==> src/hw/cfoa_pkg.sv <==
// Shared constants and types for the flag register and operand addressing block
package cfoa_pkg;
    // Register byte offsets
    localparam logic [7:0] OFS_FLAGS   = 8'h00;
    localparam logic [7:0] OFS_PTR1    = 8'h04;
    localparam logic [7:0] OFS_PTR2    = 8'h08;
    localparam logic [7:0] OFS_PC      = 8'h0C;
    localparam logic [7:0] OFS_CTRL    = 8'h10;
    localparam logic [7:0] OFS_STATUS  = 8'h14;
    localparam logic [7:0] OFS_EA      = 8'h18;
    localparam logic [7:0] OFS_OPERAND = 8'h1C;

    // Flag bit positions, bit 7 down to bit 0
    localparam int F_HALT  = 7;
    localparam int F_PRIO  = 6;
    localparam int F_HALF  = 5;
    localparam int F_GMASK = 4;
    localparam int F_MSB   = 3;
    localparam int F_NULL  = 2;
    localparam int F_RANGE = 1;
    localparam int F_BORROW = 0;

    // Update enables carried with an ALU result
    localparam int U_BORROW = 0;
    localparam int U_RANGE  = 1;
    localparam int U_HALF   = 2;
    localparam int U_NZ     = 3;

    // Reset values
    localparam logic [7:0]  FLAGS_RST = 8'hD0;
    localparam logic [15:0] WORD_RST  = 16'h0000;

    // Page prefix bytes and the stop opcode
    localparam logic [7:0] PFX_PAGE2 = 8'h18;
    localparam logic [7:0] PFX_PAGE3 = 8'h1A;
    localparam logic [7:0] PFX_PAGE4 = 8'hCD;
    localparam logic [7:0] OPC_STOP  = 8'hCF;

    typedef enum logic [2:0] {
        ST_IDLE = 3'b000,
        ST_OPC  = 3'b001,
        ST_OPND = 3'b010,
        ST_DATA = 3'b011,
        ST_DONE = 3'b100
    } cfoa_state_t;

    typedef enum logic [2:0] {
        M_INH = 3'b000,
        M_IMM = 3'b001,
        M_DIR = 3'b010,
        M_EXT = 3'b011,
        M_IDX = 3'b100,
        M_REL = 3'b101
    } cfoa_mode_t;
endpackage

==> src/hw/cfoa_flag_calc.sv <==
// Result flag computation for one ALU outcome
module cfoa_flag_calc (
    // Current flags and ALU outcome
    input  wire logic [7:0]  flags_in,
    input  wire logic [15:0] result,
    input  wire logic        wide,
    input  wire logic        carry,
    input  wire logic        overflow,
    input  wire logic        half,
    input  wire logic [3:0]  upd,
    // Updated flags
    output logic      [7:0]  flags_out
);
    logic msb;
    logic zero;

    always_comb begin
        msb  = wide ? result[15] : result[7];
        zero = wide ? (result == 16'h0000) : (result[7:0] == 8'h00);
        flags_out = flags_in;
        if (upd[cfoa_pkg::U_BORROW]) begin
            flags_out[cfoa_pkg::F_BORROW] = carry;
        end
        if (upd[cfoa_pkg::U_RANGE]) begin
            flags_out[cfoa_pkg::F_RANGE] = overflow;
        end
        if (upd[cfoa_pkg::U_HALF]) begin
            flags_out[cfoa_pkg::F_HALF] = half;
        end
        if (upd[cfoa_pkg::U_NZ]) begin
            flags_out[cfoa_pkg::F_NULL] = zero;
            flags_out[cfoa_pkg::F_MSB]  = msb;
        end
    end
endmodule

==> src/hw/cfoa_core.sv <==
// Flag register, operand fetch and effective address formation with AHB-Lite registers
// How it works
// - An 8-bit flag register holds last results; software reads each bit.
// - Borrow-out flag follows ALU carry or borrow, also on shifts and rotates.
// - Signed range error flag set on overflow, cleared otherwise.
// - Result null flag set when the result is zero, else cleared.
// - Msb set flag copies the result's top bit.
// - General mask flag blocks maskable interrupts; hardware or program sets it.
// - Low nibble carry flag reflects carry from bit 3 into 4 on adds.
// - Priority mask set only by reset or nonmaskable acknowledge; program only clears.
// - Halt block flag set makes stop a no-operation; clear lets stop act.
// - Immediate operand bytes follow the opcode, one or two by register width.
// - Direct address is zero high byte plus one operand byte.
// - Direct mode fetches no high address byte, saving one access.
// - Extended mode takes two following bytes as the absolute address.
// - Indexed address is pointer plus unsigned 8-bit offset over 64 Kbytes.
// - Inherent mode needs only the opcode; no memory operand access.
// - Taken branch adds signed byte to the program counter; else falls through.
// - No prefix is page 1; prefixes 18, 1A, CD select pages 2, 3, 4.
// - First pointer is 16 bits and is the indexed base on pages 1 and 3.
module cfoa_core (
    // Clock and reset
    input  wire logic        hclk,
    input  wire logic        hresetn,
    // AHB-Lite slave
    input  wire logic        hsel,
    input  wire logic [31:0] haddr,
    input  wire logic [1:0]  htrans,
    input  wire logic        hwrite,
    input  wire logic [2:0]  hsize,
    input  wire logic [31:0] hwdata,
    input  wire logic        hready,
    output logic             hreadyout,
    output logic             hresp,
    output logic      [31:0] hrdata,
    // Opcode and operand memory
    output logic             mem_req,
    output logic      [15:0] mem_addr,
    input  wire logic [7:0]  mem_rdata,
    input  wire logic        mem_ack,
    // ALU outcome
    input  wire logic        alu_valid,
    input  wire logic [15:0] alu_result,
    input  wire logic        alu_wide,
    input  wire logic        alu_carry,
    input  wire logic        alu_overflow,
    input  wire logic        alu_half,
    input  wire logic [3:0]  alu_upd,
    // Sequencer events
    input  wire logic        nmi_ack,
    input  wire logic        imask_set,
    input  wire logic        ret_valid,
    input  wire logic [7:0]  ret_flags,
    // Interrupt request pin and gated result
    input  wire logic        irq_pin,
    output logic             irq_pending,
    // Decode results
    output logic             dec_done,
    output logic             stop_enter
);
    cfoa_pkg::cfoa_state_t state_reg, state_next;
    cfoa_pkg::cfoa_mode_t  mode_reg, mode_next, opc_mode;
    logic [7:0]  flags_reg, flags_next, alu_flags;
    logic [15:0] ptr1_reg, ptr1_next, ptr2_reg, ptr2_next;
    logic [15:0] pc_reg, pc_next, ea_reg, ea_next, opnd_reg, opnd_next;
    logic [7:0]  opc_reg, opc_next;
    logic [1:0]  page_reg, page_next, cnt_reg, cnt_next, opc_len;
    logic        pfx_reg, pfx_next, taken_reg, taken_next, stopign_reg, stopign_next;
    logic        stop_reg, stop_next;
    logic        wr_pend_reg, wr_pend_next;
    logic [7:0]  wr_addr_reg, wr_addr_next;
    logic [31:0] hrdata_reg, hrdata_next;
    logic        irq_meta_reg, irq_sync_reg, irq_pend_reg;
    logic        addr_ok, wr_flags, wr_ctrl, is_pfx, cond, fin;
    logic [15:0] rel_tgt, base_ptr;

    assign hreadyout = 1'b1;
    assign hresp     = 1'b0;
    assign hrdata    = hrdata_reg;
    assign irq_pending = irq_pend_reg;
    assign dec_done  = (state_reg == cfoa_pkg::ST_DONE);
    assign stop_enter = stop_reg;
    assign mem_addr  = (state_reg == cfoa_pkg::ST_DATA) ? ea_reg : pc_reg;

    // Bus write lands in its data phase
    assign addr_ok  = hsel && htrans[1] && hready;
    assign wr_flags = wr_pend_reg && (wr_addr_reg == cfoa_pkg::OFS_FLAGS);
    assign wr_ctrl  = wr_pend_reg && (wr_addr_reg == cfoa_pkg::OFS_CTRL) && hwdata[0];

    cfoa_flag_calc u_calc (
        .flags_in  (flags_reg),
        .result    (alu_result),
        .wide      (alu_wide),
        .carry     (alu_carry),
        .overflow  (alu_overflow),
        .half      (alu_half),
        .upd       (alu_upd),
        .flags_out (alu_flags)
    );

    // Flag register update; hardware sets come last so they beat clears
    always_comb begin
        flags_next = flags_reg;
        if (alu_valid) begin
            flags_next = alu_flags;
        end
        if (ret_valid) begin
            flags_next = ret_flags;
            flags_next[cfoa_pkg::F_PRIO] = ret_flags[cfoa_pkg::F_PRIO]
                                           & flags_reg[cfoa_pkg::F_PRIO];
        end
        if (wr_flags) begin
            flags_next = hwdata[7:0];
            flags_next[cfoa_pkg::F_PRIO] = hwdata[cfoa_pkg::F_PRIO]
                                           & flags_reg[cfoa_pkg::F_PRIO];
        end
        if (imask_set) begin
            flags_next[cfoa_pkg::F_GMASK] = 1'b1;
        end
        if (nmi_ack) begin
            flags_next[cfoa_pkg::F_PRIO]  = 1'b1;
            flags_next[cfoa_pkg::F_GMASK] = 1'b1;
        end
    end

    // Opcode classification by column
    always_comb begin
        case (mem_rdata[7:4])
            4'h2: opc_mode = cfoa_pkg::M_REL;
            4'h8, 4'hC: opc_mode = cfoa_pkg::M_IMM;
            4'h9, 4'hD: opc_mode = cfoa_pkg::M_DIR;
            4'hA, 4'hE: opc_mode = cfoa_pkg::M_IDX;
            4'hB, 4'hF: opc_mode = cfoa_pkg::M_EXT;
            default: opc_mode = cfoa_pkg::M_INH;
        endcase
        // Stop sits in an immediate column but carries no operand
        if (page_reg == 2'd0 && mem_rdata == cfoa_pkg::OPC_STOP) begin
            opc_mode = cfoa_pkg::M_INH;
        end
        case (opc_mode)
            cfoa_pkg::M_INH: opc_len = 2'd0;
            cfoa_pkg::M_EXT: opc_len = 2'd2;
            cfoa_pkg::M_IMM: opc_len = (mem_rdata[3:0] == 4'h3 || mem_rdata[3:0] == 4'hC
                                        || mem_rdata[3:0] == 4'hE) ? 2'd2 : 2'd1;
            default: opc_len = 2'd1;
        endcase
    end

    // Branch condition from the flags
    always_comb begin
        case (opc_reg[3:0])
            4'h0: cond = 1'b1;
            4'h1: cond = 1'b0;
            4'h2: cond = ~(flags_reg[cfoa_pkg::F_BORROW] | flags_reg[cfoa_pkg::F_NULL]);
            4'h3: cond = flags_reg[cfoa_pkg::F_BORROW] | flags_reg[cfoa_pkg::F_NULL];
            4'h4: cond = ~flags_reg[cfoa_pkg::F_BORROW];
            4'h5: cond = flags_reg[cfoa_pkg::F_BORROW];
            4'h6: cond = ~flags_reg[cfoa_pkg::F_NULL];
            4'h7: cond = flags_reg[cfoa_pkg::F_NULL];
            4'h8: cond = ~flags_reg[cfoa_pkg::F_RANGE];
            4'h9: cond = flags_reg[cfoa_pkg::F_RANGE];
            4'hA: cond = ~flags_reg[cfoa_pkg::F_MSB];
            4'hB: cond = flags_reg[cfoa_pkg::F_MSB];
            4'hC: cond = ~(flags_reg[cfoa_pkg::F_MSB] ^ flags_reg[cfoa_pkg::F_RANGE]);
            4'hD: cond = flags_reg[cfoa_pkg::F_MSB] ^ flags_reg[cfoa_pkg::F_RANGE];
            4'hE: cond = ~(flags_reg[cfoa_pkg::F_NULL]
                           | (flags_reg[cfoa_pkg::F_MSB] ^ flags_reg[cfoa_pkg::F_RANGE]));
            default: cond = flags_reg[cfoa_pkg::F_NULL]
                            | (flags_reg[cfoa_pkg::F_MSB] ^ flags_reg[cfoa_pkg::F_RANGE]);
        endcase
    end

    assign is_pfx   = !pfx_reg && (mem_rdata == cfoa_pkg::PFX_PAGE2
                      || mem_rdata == cfoa_pkg::PFX_PAGE3 || mem_rdata == cfoa_pkg::PFX_PAGE4);
    assign fin      = (state_reg == cfoa_pkg::ST_OPND) && mem_ack && (cnt_reg == 2'd1);
    assign rel_tgt  = pc_reg + 16'h0001 + {{8{mem_rdata[7]}}, mem_rdata};
    // Pages 2 and 4 index through the second pointer
    assign base_ptr = page_reg[0] ? ptr2_reg : ptr1_reg;

    // Fetch and address sequencer
    always_comb begin
        state_next = state_reg;
        mode_next = mode_reg;
        pc_next = pc_reg;
        ea_next = ea_reg;
        opnd_next = opnd_reg;
        opc_next = opc_reg;
        page_next = page_reg;
        cnt_next = cnt_reg;
        pfx_next = pfx_reg;
        taken_next = taken_reg;
        stopign_next = stopign_reg;
        stop_next = 1'b0;
        mem_req = 1'b0;
        if (wr_pend_reg && wr_addr_reg == cfoa_pkg::OFS_PC && state_reg == cfoa_pkg::ST_IDLE) begin
            pc_next = hwdata[15:0];
        end
        case (state_reg)
            cfoa_pkg::ST_IDLE: begin
                if (wr_ctrl) begin
                    state_next = cfoa_pkg::ST_OPC;
                    page_next = 2'd0;
                    pfx_next = 1'b0;
                    taken_next = 1'b0;
                    stopign_next = 1'b0;
                end
            end
            cfoa_pkg::ST_OPC: begin
                mem_req = 1'b1;
                if (mem_ack) begin
                    pc_next = pc_reg + 16'h0001;
                    if (is_pfx) begin
                        pfx_next = 1'b1;
                        page_next = (mem_rdata == cfoa_pkg::PFX_PAGE2) ? 2'd1 :
                                    (mem_rdata == cfoa_pkg::PFX_PAGE3) ? 2'd2 : 2'd3;
                    end else begin
                        opc_next = mem_rdata;
                        mode_next = opc_mode;
                        cnt_next = opc_len;
                        opnd_next = 16'h0000;
                        if (opc_mode == cfoa_pkg::M_INH) begin
                            state_next = cfoa_pkg::ST_DONE;
                            if (page_reg == 2'd0 && mem_rdata == cfoa_pkg::OPC_STOP) begin
                                stop_next = ~flags_reg[cfoa_pkg::F_HALT];
                                stopign_next = flags_reg[cfoa_pkg::F_HALT];
                            end
                        end else begin
                            state_next = cfoa_pkg::ST_OPND;
                        end
                    end
                end
            end
            cfoa_pkg::ST_OPND: begin
                mem_req = 1'b1;
                if (mem_ack) begin
                    pc_next = pc_reg + 16'h0001;
                    opnd_next = {opnd_reg[7:0], mem_rdata};
                    cnt_next = cnt_reg - 2'd1;
                end
                if (fin) begin
                    state_next = cfoa_pkg::ST_DONE;
                    case (mode_reg)
                        cfoa_pkg::M_DIR: begin
                            ea_next = {8'h00, mem_rdata};
                            state_next = cfoa_pkg::ST_DATA;
                        end
                        cfoa_pkg::M_EXT: begin
                            ea_next = {opnd_reg[7:0], mem_rdata};
                            state_next = cfoa_pkg::ST_DATA;
                        end
                        cfoa_pkg::M_IDX: begin
                            ea_next = base_ptr + {8'h00, mem_rdata};
                            state_next = cfoa_pkg::ST_DATA;
                        end
                        cfoa_pkg::M_REL: begin
                            ea_next = rel_tgt;
                            if (cond) begin
                                pc_next = rel_tgt;
                                taken_next = 1'b1;
                            end
                        end
                        default: begin
                            ea_next = pc_reg - {14'h0000, opc_len_unused(cnt_reg)};
                        end
                    endcase
                end
            end
            cfoa_pkg::ST_DATA: begin
                mem_req = 1'b1;
                if (mem_ack) begin
                    opnd_next = {8'h00, mem_rdata};
                    state_next = cfoa_pkg::ST_DONE;
                end
            end
            cfoa_pkg::ST_DONE: begin
                state_next = cfoa_pkg::ST_IDLE;
            end
            default: begin
                state_next = cfoa_pkg::ST_IDLE;
            end
        endcase
    end

    // Immediate operand address: first operand byte position
    function automatic logic [1:0] opc_len_unused(input logic [1:0] c);
        opc_len_unused = (mode_reg == cfoa_pkg::M_IMM && opc_reg[3:0] != 4'h3
                          && opc_reg[3:0] != 4'hC && opc_reg[3:0] != 4'hE) ? 2'd0 : c;
    endfunction

    // Register file, bus side
    always_comb begin
        ptr1_next = ptr1_reg;
        ptr2_next = ptr2_reg;
        wr_pend_next = addr_ok && hwrite;
        wr_addr_next = addr_ok ? haddr[7:0] : wr_addr_reg;
        hrdata_next = hrdata_reg;
        if (wr_pend_reg && wr_addr_reg == cfoa_pkg::OFS_PTR1) begin
            ptr1_next = hwdata[15:0];
        end
        if (wr_pend_reg && wr_addr_reg == cfoa_pkg::OFS_PTR2) begin
            ptr2_next = hwdata[15:0];
        end
        if (addr_ok && !hwrite) begin
            // Read mux takes next values so a write just before is seen
            case (haddr[7:0])
                cfoa_pkg::OFS_FLAGS:   hrdata_next = {24'h000000, flags_next};
                cfoa_pkg::OFS_PTR1:    hrdata_next = {16'h0000, ptr1_next};
                cfoa_pkg::OFS_PTR2:    hrdata_next = {16'h0000, ptr2_next};
                cfoa_pkg::OFS_PC:      hrdata_next = {16'h0000, pc_next};
                cfoa_pkg::OFS_STATUS:  hrdata_next = {16'h0000, opc_reg, stopign_reg,
                                                      taken_reg, page_reg, mode_reg,
                                                      state_reg != cfoa_pkg::ST_IDLE};
                cfoa_pkg::OFS_EA:      hrdata_next = {16'h0000, ea_reg};
                cfoa_pkg::OFS_OPERAND: hrdata_next = {16'h0000, opnd_reg};
                default:               hrdata_next = 32'h00000000;
            endcase
        end
    end

    always_ff @(posedge hclk or negedge hresetn) begin
        if (!hresetn) begin
            state_reg <= cfoa_pkg::ST_IDLE;
            mode_reg <= cfoa_pkg::M_INH;
            flags_reg <= cfoa_pkg::FLAGS_RST;
            ptr1_reg <= cfoa_pkg::WORD_RST;
            ptr2_reg <= cfoa_pkg::WORD_RST;
            pc_reg <= cfoa_pkg::WORD_RST;
            ea_reg <= cfoa_pkg::WORD_RST;
            opnd_reg <= cfoa_pkg::WORD_RST;
            opc_reg <= 8'h00;
            page_reg <= 2'd0;
            cnt_reg <= 2'd0;
            pfx_reg <= 1'b0;
            taken_reg <= 1'b0;
            stopign_reg <= 1'b0;
            stop_reg <= 1'b0;
            wr_pend_reg <= 1'b0;
            wr_addr_reg <= 8'h00;
            hrdata_reg <= 32'h00000000;
            irq_meta_reg <= 1'b0;
            irq_sync_reg <= 1'b0;
            irq_pend_reg <= 1'b0;
        end else begin
            state_reg <= state_next;
            mode_reg <= mode_next;
            flags_reg <= flags_next;
            ptr1_reg <= ptr1_next;
            ptr2_reg <= ptr2_next;
            pc_reg <= pc_next;
            ea_reg <= ea_next;
            opnd_reg <= opnd_next;
            opc_reg <= opc_next;
            page_reg <= page_next;
            cnt_reg <= cnt_next;
            pfx_reg <= pfx_next;
            taken_reg <= taken_next;
            stopign_reg <= stopign_next;
            stop_reg <= stop_next;
            wr_pend_reg <= wr_pend_next;
            wr_addr_reg <= wr_addr_next;
            hrdata_reg <= hrdata_next;
            irq_meta_reg <= irq_pin;
            irq_sync_reg <= irq_meta_reg;
            irq_pend_reg <= irq_sync_reg & ~flags_next[cfoa_pkg::F_GMASK];
        end
    end

    logic alu_only;
    assign alu_only = alu_valid && !ret_valid && !wr_flags && !imask_set && !nmi_ack;
endmodule

==> config.mk <==
export PLATFORM = sky130hd
export DESIGN_NAME = cfoa_core
export DESIGN_NICKNAME = d
export VERILOG_FILES = /design/src/hw/cfoa_pkg.sv /design/src/hw/cfoa_flag_calc.sv /design/src/hw/cfoa_core.sv
export SDC_FILE = /design/constraint.sdc
export NUM_CORES = 1
export LEC_CHECK = 0
export BUFFER_PORTS_ARGS = -buffer_cell sky130_fd_sc_hd__buf_2
export CORE_ASPECT_RATIO = 1.1
export CORE_MARGIN = 1
export CORE_UTILIZATION = 58
export CTS_CLUSTER_DIAMETER = 50
export DETAILED_ROUTE_END_ITERATION = 10
export MAX_ROUTING_LAYER = met4
export PLACE_DENSITY = 0.9
export SLEW_MARGIN = 20
export SYNTH_ARGS = -nofsm -noshare
export SYNTH_HDL_FRONTEND = slang
export SYNTH_SLANG_ARGS = --single-unit
==> constraint.sdc <==
create_clock -name hclk -period 4.7 [get_ports hclk]
set_input_delay 0.94 -clock hclk [delete_from_list [all_inputs] [get_ports hclk]]
set_output_delay 0.94 -clock hclk [all_outputs]
set_load 0.05 [all_outputs]
==> impl_metrics.py, run 1 <==
metrics = {
    "outcome": {
        "outcome": "complete, but fails checks",
        "violations": "DRC",
    },
    "sta": {
        "fin_hold_ws_ns": 0.352,
        "max-slew-margin-rel": 0.178,
        "fin_crit_sh": 0.909,
        "fin_skew_ns": 0.0101,
        "fin_setup_tns_ns": 0,
        "setup_viol": 0,
        "tightestPinTransition_ns": 1.23,
        "rsz0062_at_grt": "no",
        "period_minus_slack_ns": 4.27,
        "max_freq_ghz": 0.234,
        "hold_viol": 0,
        "drv_slew": 0,
    },
    "min_path": {
        "hp-start": "irq_meta_reg",
        "whs_endpoint": "irq_sync_reg",
        "hp-class": "flip-flop to flip-flop",
        "hold_depth": 0,
    },
    "finish": {
        "syn_to_final_growth_pct": 12.7,
        "design_area_sq_um": 11500,
        "stdcell_count": 1489,
        "layout_common_cells": "135 x dfrtp_1, 110 x nand2_1, 110 x buf_2",
        "final_common_cell": "dfrtp_1",
        "num-nets-final": 1398,
        "final_util": 0.672,
        "drive_gt1_frac": 0.217,
        "fill_cells": 1435,
    },
    "logic_synthesis": {
        "synth_edf_count": 0,
        "synth-adder-area-share": 0.0475,
        "async_flop_share": 1.00,
        "yosysTopAreaCellShare": 0.330,
        "synth_cell_types": 90,
        "synthXorXnorAreaFrac": 0.0446,
        "syn-instance-count": 1154,
        "yosysTopAreaCell": "dfrtp_1",
        "synth_seq_area_share": 0.338,
        "synth_area_leaders": "dfrtp_1 33%, mux2_2 7.9%, o21ai_0 4.3%",
        "synth_ff_type": "dfrtp_1",
        "ys_ff_latch": 138,
        "synth_top_family_by_area": "compound AO/OA/AOI/OAI gates",
        "synth-simple-area-share": 0.175,
        "synth_area_sq_um": 10200,
        "postSynthAreaPerCell_sq_um": 8.86,
        "synthMuxAreaShare": 0.106,
        "synth_compound_area_frac": 0.225,
        "yosys_warnings": 0,
    },
    "grt": {
        "grt_pass1_vias": 9794,
        "grt_pass1_wl_um": 56300,
        "grt_overflow": 0,
        "grt_max_degree": 89,
        "grt.total_usage": 0.434,
        "antenna_found_initial": 1,
    },
    "setup_path": {
        "cp_max_fo": 11,
        "r2r-end": "hrdata[15]",
        "worstPathRequired_ns": 5.03,
        "r2r-start": "pc_reg[4]",
        "worst_ep_arrival_time_ns": 4.61,
        "end_kind": "flip-flop",
        "max_stage_delay_ns": 0.69,
        "cp_slowest_cell": "o41ai_1",
        "r2r_cells": 11,
        "start_kind": "flip-flop",
        "worstSetupPathType": "flip-flop to flip-flop",
        "reg2reg_slack_ns": 0.43,
        "crit_chain": "nand4_1 > nor2_1 > and4_1 > xor2_1 > ha_1 > a21oi_1 > inv_1 > o41a_1 > o41ai_1 > xnor2_1 > o31ai_1",
    },
    "cts": {
        "post_cts_resized": 0,
        "ctsHoldBuffers": 0,
        "cts_tree": "done",
        "clock_path_buffers": 2,
        "cts_setup_buffers": 0,
        "cts_buffers": 17,
        "ctsRootBufferMaster": "clkbuf_16",
        "clock_latency_ns": 0.44,
        "cts_sinks": 138,
        "clk_pin_slew_ns": 0.07,
        "h-tree-depth": 4,
    },
    "route": {
        "final_antenna_net_count": 0,
        "drtIter0Drc": 1436,
        "routed_wl_um": 37100,
        "drc_errors": 3,
        "wl_per_cell_um": 24.9,
        "first_pass_iters": 11,
        "vias": 10232,
        "vias_per_cell": 6.87,
    },
    "floorplanning": {
        "die_width_um": 129,
        "rows": 50,
        "fp.dieH_um": 141,
        "fp.dieArea_sq_um": 18200,
        "core_sq_um": 17100,
        "ios": 174,
        "initial_utilization": 0.596,
    },
    "job": {
        "maxCapViolCount": 0,
    },
    "place": {
        "io_buffers": 111,
        "dpl.hpwl_um": 26700,
        "finalWeightedCongestion": 1.06,
        "place_area_sq_um": 10900,
        "place_inst": 1456,
    },
    "pwr": {
        "leakage_nw": 5.02,
        "p_per_area_nw_per_um2": 539,
        "ir_drop_mv": 0.548,
    },
}
## cell type report
| class | instances | area [sq um] | area share |
|---|---|---|---|
| flip-flops and latches | 138 | 3460 | 0.300 |
| clock inverters | 15 | 176 | 0.0153 |
| well taps | 234 | 293 | 0.0254 |
| clock buffers | 17 | 425 | 0.0369 |
| inverters | 48 | 180 | 0.0156 |
| multi-input cells | 894 | 6190 | 0.537 |
| diodes | 1 | 2.50 | 0.000217 |
| repair buffers | 142 | 795 | 0.0690 |
## where the power goes
group,switching (W),total (W),internal (W)
clock network,0.000610,0.00141,0.000802
registers,0.000397,0.00182,0.00142
logic,0.00196,0.00298,0.00101
## metrics by stage
step           total power [W]  setup slack (ns)
6_report               0.00621             0.426
3_5_place_dp           0.00466             0.667
4_1_cts                0.00607             0.623
2_1_floorplan          0.00377              1.06
5_1_grt                0.00648             0.379
3_3_place_gp           0.00459             0.682
## cell usage after synthesis, types with 7 or more instances
library cell,n
mux2i_1,27
a21oi_1,62
ha_1,34
a32oi_1,7
nand3_1,45
nand4_1,10
nor2_1,68
nor4_1,13
mux2_2,72
xnor2_1,26
clkbuf_1,47
nor2b_1,10
a211oi_1,14
a221o_1,9
nand2b_1,8
a22oi_1,16
nand2_1,110
o211ai_1,11
o21a_1,7
buf_2,12
a222oi_1,14
xor2_1,26
o31ai_1,10
nor3_1,23
o21bai_1,8
dfrtp_1,135
a21boi_0,10
a21o_1,10
and3_1,9
inv_1,47
buf_4,22
o21ai_0,87
or3_1,9
and2_1,10
## worst max-delay path by stage
stage                            from    endpoint  slack (ns)  depth (start not counted)
after floorplan           page_reg[0]  ea_reg[10]        1.06                         13
after global placement      pc_reg[4]  hrdata[15]        0.68                         11
after detailed placement    pc_reg[4]  hrdata[15]        0.67                         11
after CTS                   pc_reg[4]  hrdata[15]        0.62                         11
after global routing        pc_reg[4]  hrdata[15]        0.38                         11
final                       pc_reg[4]  hrdata[15]        0.43                         11
## logic make-up after synthesis
group	Yosys count
other	2
buffers and inverters	138
DFF	138
adders and majority gates	37
xor gates and xnor gates	52
and+or+nand+nor	353
muxes	99
AOI/OAI and AO/OA	335
## worst max-delay path, delay by kind of cell (launching register included)
family	cells	cell delay, ns
AO/OA/AOI/OAI	4	1.69
buffers and inverters	1	0.09
XOR/XNOR	2	0.56
adder cells (fa/ha/maj)	1	0.34
flip-flops	1	0.59
AND/OR/NAND/NOR	3	0.89
## layer usage
| metal | vias to the layer above | global-route usage | share of wire |
|---|---|---|---|
| met3 | 222 | 0.148 | 0.12 |
| met1 | 4788 | 0.508 | 0.36 |
| met5 | - | - | 0 |
| li1 | 4428 | - | - |
| met4 | 0 | 0.288 | 0.078 |
| met2 | 794 | 0.631 | 0.44 |
(Power assumes the default switching activity.)
==> run 2, diff against run 1 <==
Settings changed: BUFFER_PORTS_ARGS -buffer_cell sky130_fd_sc_hd__buf_2 to -buffer_cell sky130_fd_sc_hd__clkbuf_2.
==> run 2 against run 1 <==
  * The run now ends clean
  * Hold slack improved by 0.0038 ns
  * Combinational power rose by 3%
  * Register-to-register slack improved by 0.17 ns
  * Cell area rose by 0.35%
  * Clock skew fell by 0.0027 ns
  * Critical path depth rose by 2
  * Total power fell by 0.20%
  * Sequential power fell by 2%
  * Utilization rose by 0.23 points
  * Worst setup slack improved by 0.17 ns
==> impl_metrics.py, run 2 (synthesis results as in run 1) <==
metrics = {
    "finish": {
        "num-nets-final": 1407,
        "design_area_sq_um": 11600,
        "final_common_cell": "dfrtp_1",
        "stdcell_count": 1497,
        "drive_gt1_frac": 0.222,
        "syn_to_final_growth_pct": 13.1,
        "fill_cells": 1448,
        "n_antenna_cell": 0,
        "layout_common_cells": "135 x dfrtp_1, 110 x nand2_1, 110 x clkbuf_2",
    },
    "sta": {
        "fin_skew_ns": 0.00738,
        "drv_slew": 0,
        "hold_viol": 0,
        "max-slew-margin-rel": 0.251,
        "rsz0062_at_grt": "no",
        "setup_viol": 0,
        "tightestPinTransition_ns": 1.12,
        "fin_crit_sh": 0.873,
        "fin_hold_ws_ns": 0.356,
        "fin_setup_tns_ns": 0,
        "max_freq_ghz": 0.244,
        "period_minus_slack_ns": 4.10,
    },
    "min_path": {
        "hold_depth": 0,
        "hp-class": "flip-flop to flip-flop",
    },
    "grt": {
        "grt_pass1_wl_um": 56200,
        "grt_max_degree": 82,
        "grt_use_met3": 0.107,
        "grt-busiest-layer": "met2",
        "grt.met1_usage": 0.519,
        "grt_overflow": 0,
        "antenna_found_initial": 0,
        "grt.total_usage": 0.435,
        "grtUsageMet2": 0.640,
        "grt_pass1_vias": 9744,
    },
    "setup_path": {
        "worstPathRequired_ns": 5.01,
        "cp_max_fo": 6,
        "worstSetupPathType": "flip-flop to flip-flop",
        "start_kind": "flip-flop",
        "worst_ep_arrival_time_ns": 4.41,
        "end_kind": "flip-flop",
        "r2r_cells": 13,
    },
    "floorplanning": {
        "core_sq_um": 17100,
        "rows": 50,
        "ios": 174,
        "fp.dieArea_sq_um": 18200,
        "die_width_um": 129,
        "initial_utilization": 0.596,
        "fp.dieH_um": 141,
    },
    "cts": {
        "cts_setup_buffers": 0,
        "post_cts_resized": 0,
        "h-tree-depth": 4,
        "cts_buffers": 17,
        "clock_path_buffers": 2,
        "clk_pin_slew_ns": 0.06,
        "ctsHoldBuffers": 0,
        "cts_tree": "done",
        "cts_sinks": 138,
        "clock_latency_ns": 0.44,
        "ctsRootBufferMaster": "clkbuf_16",
    },
    "job": {
        "maxCapViolCount": 0,
    },
    "place": {
        "place_inst": 1464,
        "finalWeightedCongestion": 1.03,
        "place_area_sq_um": 11000,
        "io_buffers": 111,
        "dpl.hpwl_um": 27800,
    },
    "route": {
        "drc_errors": 0,
        "routed_wl_um": 37300,
        "vias": 10246,
        "wl_per_cell_um": 24.9,
        "first_pass_iters": 7,
        "vias_per_cell": 6.84,
        "final_antenna_net_count": 0,
        "drtIter0Drc": 1101,
    },
    "outcome": {
        "outcome": "finished, final reports clean",
    },
    "pwr": {
        "ir_drop_mv": 0.643,
        "leakage_nw": 5.06,
        "p_per_area_nw_per_um2": 536,
        "total_power_w": 0.00619,
    },
}
==> run 2: worst max-delay path: stages (launching register included) <==
cell and delay, ns:
dfrtp_1 0.50, ha_1 0.33, nand2_1 0.14, nor2_1 0.13, and4_1 0.22, xor2_1 0.24
ha_1 0.31, a21oi_1 0.25, inv_1 0.09, o41a_1 0.48, o31a_1 0.27, a221oi_1 0.57
buf_2 0.29, o221ai_1 0.13
==> run 2: layer usage <==
layer	vias up	routed length [um]
li1	4454	-
met1	4895	13800
met2	695	16800
met3	202	3960
met4	0	2770
met5	-	0
==> run 2: area by class of cell <==
cell class | instances | area, sq um | area share
sequential | 138 | 3460 | 0.299
timing repair buffer | 151 | 872 | 0.0754
clock inverter | 14 | 134 | 0.0116
clock buffer | 18 | 439 | 0.0380
multi-input combinational | 894 | 6180 | 0.535
tap | 234 | 293 | 0.0253
inverter | 48 | 180 | 0.0156
==> run 2: path summary, 6_finish.rpt <==
kind / start / endpoint / slack, ns
worst max-delay path: pc_reg[0] / hrdata[13] / 0.60
worst min-delay path: irq_meta_reg / irq_sync_reg / 0.36
worst max register to register: pc_reg[0] / hrdata[13] / 0.60
worst min register to register: irq_meta_reg / irq_sync_reg / 0.36
max in group asynchronous: hresetn / state_reg[1] / 3.20
min in group asynchronous: hresetn / ptr1_reg[8] / 0.53
==> run 2: stage by stage <==
stage          worst slack (ns)   util
2_1_floorplan              1.06      -
3_3_place_gp              0.838  0.641
4_1_cts                   0.886  0.674
6_report                  0.598  0.674
3_5_place_dp              0.820  0.641
5_1_grt                   0.335  0.674
==> run 2: power breakdown <==
group	total [W]	internal, W	switching, W
registers	0.00178	0.00142	0.000363
clock network	0.00134	0.000752	0.000590
logic	0.00307	0.00105	0.00203
==> run 3, diff against run 2 <==
Settings changed: ABC_AREA set to 1.
==> run 3 against run 2 <==
  * Die area increased by 2.8%
  * Largest power group unchanged
  * Worst setup slack gained 0.63 ns
  * First-iteration DRC count grew 15%
==> impl_metrics.py, run 3 <==
metrics = {
    "setup_path": {
        "worstPathRequired_ns": 5.05,
        "cp_common_cell": "nand2_1",
        "worstSetupPathType": "flip-flop to flip-flop",
        "worst_ep_arrival_time_ns": 3.82,
        "start_kind": "flip-flop",
        "r2r-start": "page_reg[0]",
        "end_kind": "flip-flop",
        "startpoint": "page_reg[0]",
        "max_stage_delay_ns": 1.07,
        "crit_buf_inv": 1,
        "reg2reg_slack_ns": 1.23,
        "crit_chain": "mux2_2 > ha_1 > fa_1 > nand3_1 > nand2_1 > inv_1 > o21ai_0 > nand2_1 > nor2_1 > nand2_1 > nand2_1 > nand3_1 > nand4_1 > nand3_1 > o21ai_0",
        "crit_cells": 15,
        "r2r-end": "ea_reg[14]",
        "path_delay_family": "flip-flops",
        "cp_slowest_cell": "dfrtp_1",
        "cp_max_fo": 32,
        "crit_end": "ea_reg[14]",
        "r2r_cells": 15,
    },
    "floorplanning": {
        "core_sq_um": 17700,
        "rows": 51,
        "fp.dieArea_sq_um": 18700,
        "die_width_um": 130,
        "ios": 174,
        "fp.dieH_um": 143,
        "initial_utilization": 0.593,
    },
    "sta": {
        "drv_slew": 0,
        "fin_hold_ws_ns": 0.354,
        "setup_viol": 0,
        "hold_viol": 0,
        "fin_crit_sh": 0.739,
        "tightestPinTransition_ns": 1.11,
        "fin_setup_tns_ns": 0,
        "fin_skew_ns": 0.0103,
        "max-slew-margin-rel": 0.263,
        "max_freq_ghz": 0.288,
        "rsz0062_at_grt": "no",
        "worst_slack_ns": 1.23,
        "period_minus_slack_ns": 3.47,
    },
    "route": {
        "routed_wl_um": 34900,
        "first_pass_iters": 7,
        "drc_errors": 0,
        "vias_per_cell": 5.90,
        "wl_per_cell_um": 18.1,
        "final_antenna_net_count": 0,
        "drtIter0Drc": 1269,
        "vias": 11350,
    },
    "cts": {
        "ctsRootBufferMaster": "clkbuf_16",
        "clock_latency_ns": 0.44,
        "clock_path_buffers": 2,
        "cts_sinks": 138,
        "h-tree-depth": 4,
        "cts_setup_buffers": 0,
        "post_cts_resized": 0,
        "cts_buffers": 17,
        "clk_pin_slew_ns": 0.06,
        "cts_tree": "done",
        "ctsHoldBuffers": 0,
    },
    "finish": {
        "layout_common_cells": "477 x nand2_1, 223 x inv_1, 163 x o21ai_0",
        "register_area_sq_um": 3460,
        "syn_to_final_growth_pct": 11.6,
        "fill_cells": 1589,
        "final_common_cell": "nand2_1",
        "drive_gt1_frac": 0.122,
        "final_util": 0.661,
        "num-nets-final": 1830,
        "stdcell_count": 1925,
        "multiInputGateArea_sq_um": 5890,
    },
    "logic_synthesis": {
        "yosys-top-cells-count": "477 x nand2_1, 223 x inv_1, 163 x o21ai_0",
        "ys_ff_latch": 138,
        "synth_area_sq_um": 10500,
        "yosys_warnings": 0,
        "syn-instance-count": 1584,
        "synth_edf_count": 0,
        "synthMostInstantiatedCell": "nand2_1",
        "synth_seq_area_share": 0.329,
        "postSynthAreaPerCell_sq_um": 6.64,
        "synth_area_leaders": "dfrtp_1 32%, nand2_1 17%, inv_1 8.0%",
        "synth_cell_types": 58,
        "synth_ff_type": "dfrtp_1",
        "async_flop_share": 1.00,
        "yosysTopAreaCellShare": 0.321,
        "yosysTopAreaCell": "dfrtp_1",
    },
    "place": {
        "io_buffers": 111,
        "place_ws_ns": 1.24,
        "dpl.hpwl_um": 26500,
        "finalWeightedCongestion": 0.993,
        "place_inst": 1891,
    },
    "job": {
        "maxCapViolCount": 0,
    },
    "grt": {
        "grt_overflow": 0,
        "grt_pass1_wl_um": 54100,
        "grt_pass1_vias": 10272,
        "grt_max_degree": 62,
        "antenna_found_initial": 0,
        "grt.total_usage": 0.399,
    },
    "min_path": {
        "hp-class": "flip-flop to flip-flop",
    },
    "outcome": {
        "outcome": "finished, final reports clean",
    },
    "pwr": {
        "leakage_nw": 6.31,
        "p_per_area_nw_per_um2": 574,
        "ir_drop_mv": 0.295,
    },
}
[run 3: changes by cell type after synthesis, moves of 25 or more]
cell	delta
nand2_1	+367
mux2_2	-69
mux2i_1	-25
xnor2_1	-25
nand3_1	+72
o21ai_0	+76
inv_1	+176
[run 3: cell type report]
| type | instances | share of cell area |
|---|---|---|
| Antenna cell | 1 | 0.000213 |
| Clock buffer | 18 | 0.0374 |
| Clock inverter | 14 | 0.0113 |
| Inverter | 231 | 0.0739 |
| Multi-Input combinational cell | 1164 | 0.502 |
| Sequential cell | 138 | 0.295 |
| Tap cell | 238 | 0.0254 |
| Timing Repair Buffer | 121 | 0.0549 |
[run 3: power breakdown]
part	total (W)	switching [W]	internal (W)
Sequential	0.00181	0.000330	0.00148
Clock	0.00134	0.000586	0.000754
Combinational	0.00358	0.00257	0.00102
Total	0.00673	0.00348	0.00325
[run 3: worst min path at each step]
stage	cells past startpoint	slack, ns	endpoint	startpoint
after floorplan	0	0.33	irq_sync_reg	irq_meta_reg
after global placement	0	0.34	irq_sync_reg	irq_meta_reg
after detailed placement	0	0.34	irq_sync_reg	irq_meta_reg
after CTS	0	0.36	irq_sync_reg	irq_meta_reg
after global routing	0	0.37	irq_sync_reg	irq_meta_reg
final	0	0.35	irq_sync_reg	irq_meta_reg
[run 3: kinds of logic after synthesis]
kind of cell / count (synthesis) / synth area share
and+or+nand+nor: 771 / 0.318
buffers and inverters: 298 / 0.119
AOI/OAI and AO/OA: 307 / 0.161
DFF: 138 / 0.329
xor gates and xnor gates: 26 / 0.0217
muxes: 5 / 0.00512
other: 2 / 0.000714
adders and majority gates: 37 / 0.0462
[run 3: routing by layer]
metal	vias up	track usage	routed length (um)
li1	5289	-	-
met1	5201	0.513	13800
met2	724	0.597	15600
met3	136	0.0895	4000
met4	0	0.181	1560
met5	-	-	0
[run 3: stage by stage]
stage | instance area, sq um | power (W)
global route | 11700 | 0.00713
detailed placement | 11100 | 0.00526
finish | 11700 | 0.00673
floorplan | 10600 | 0.00428
global placement | 11100 | 0.00518
CTS | 11700 | 0.00661
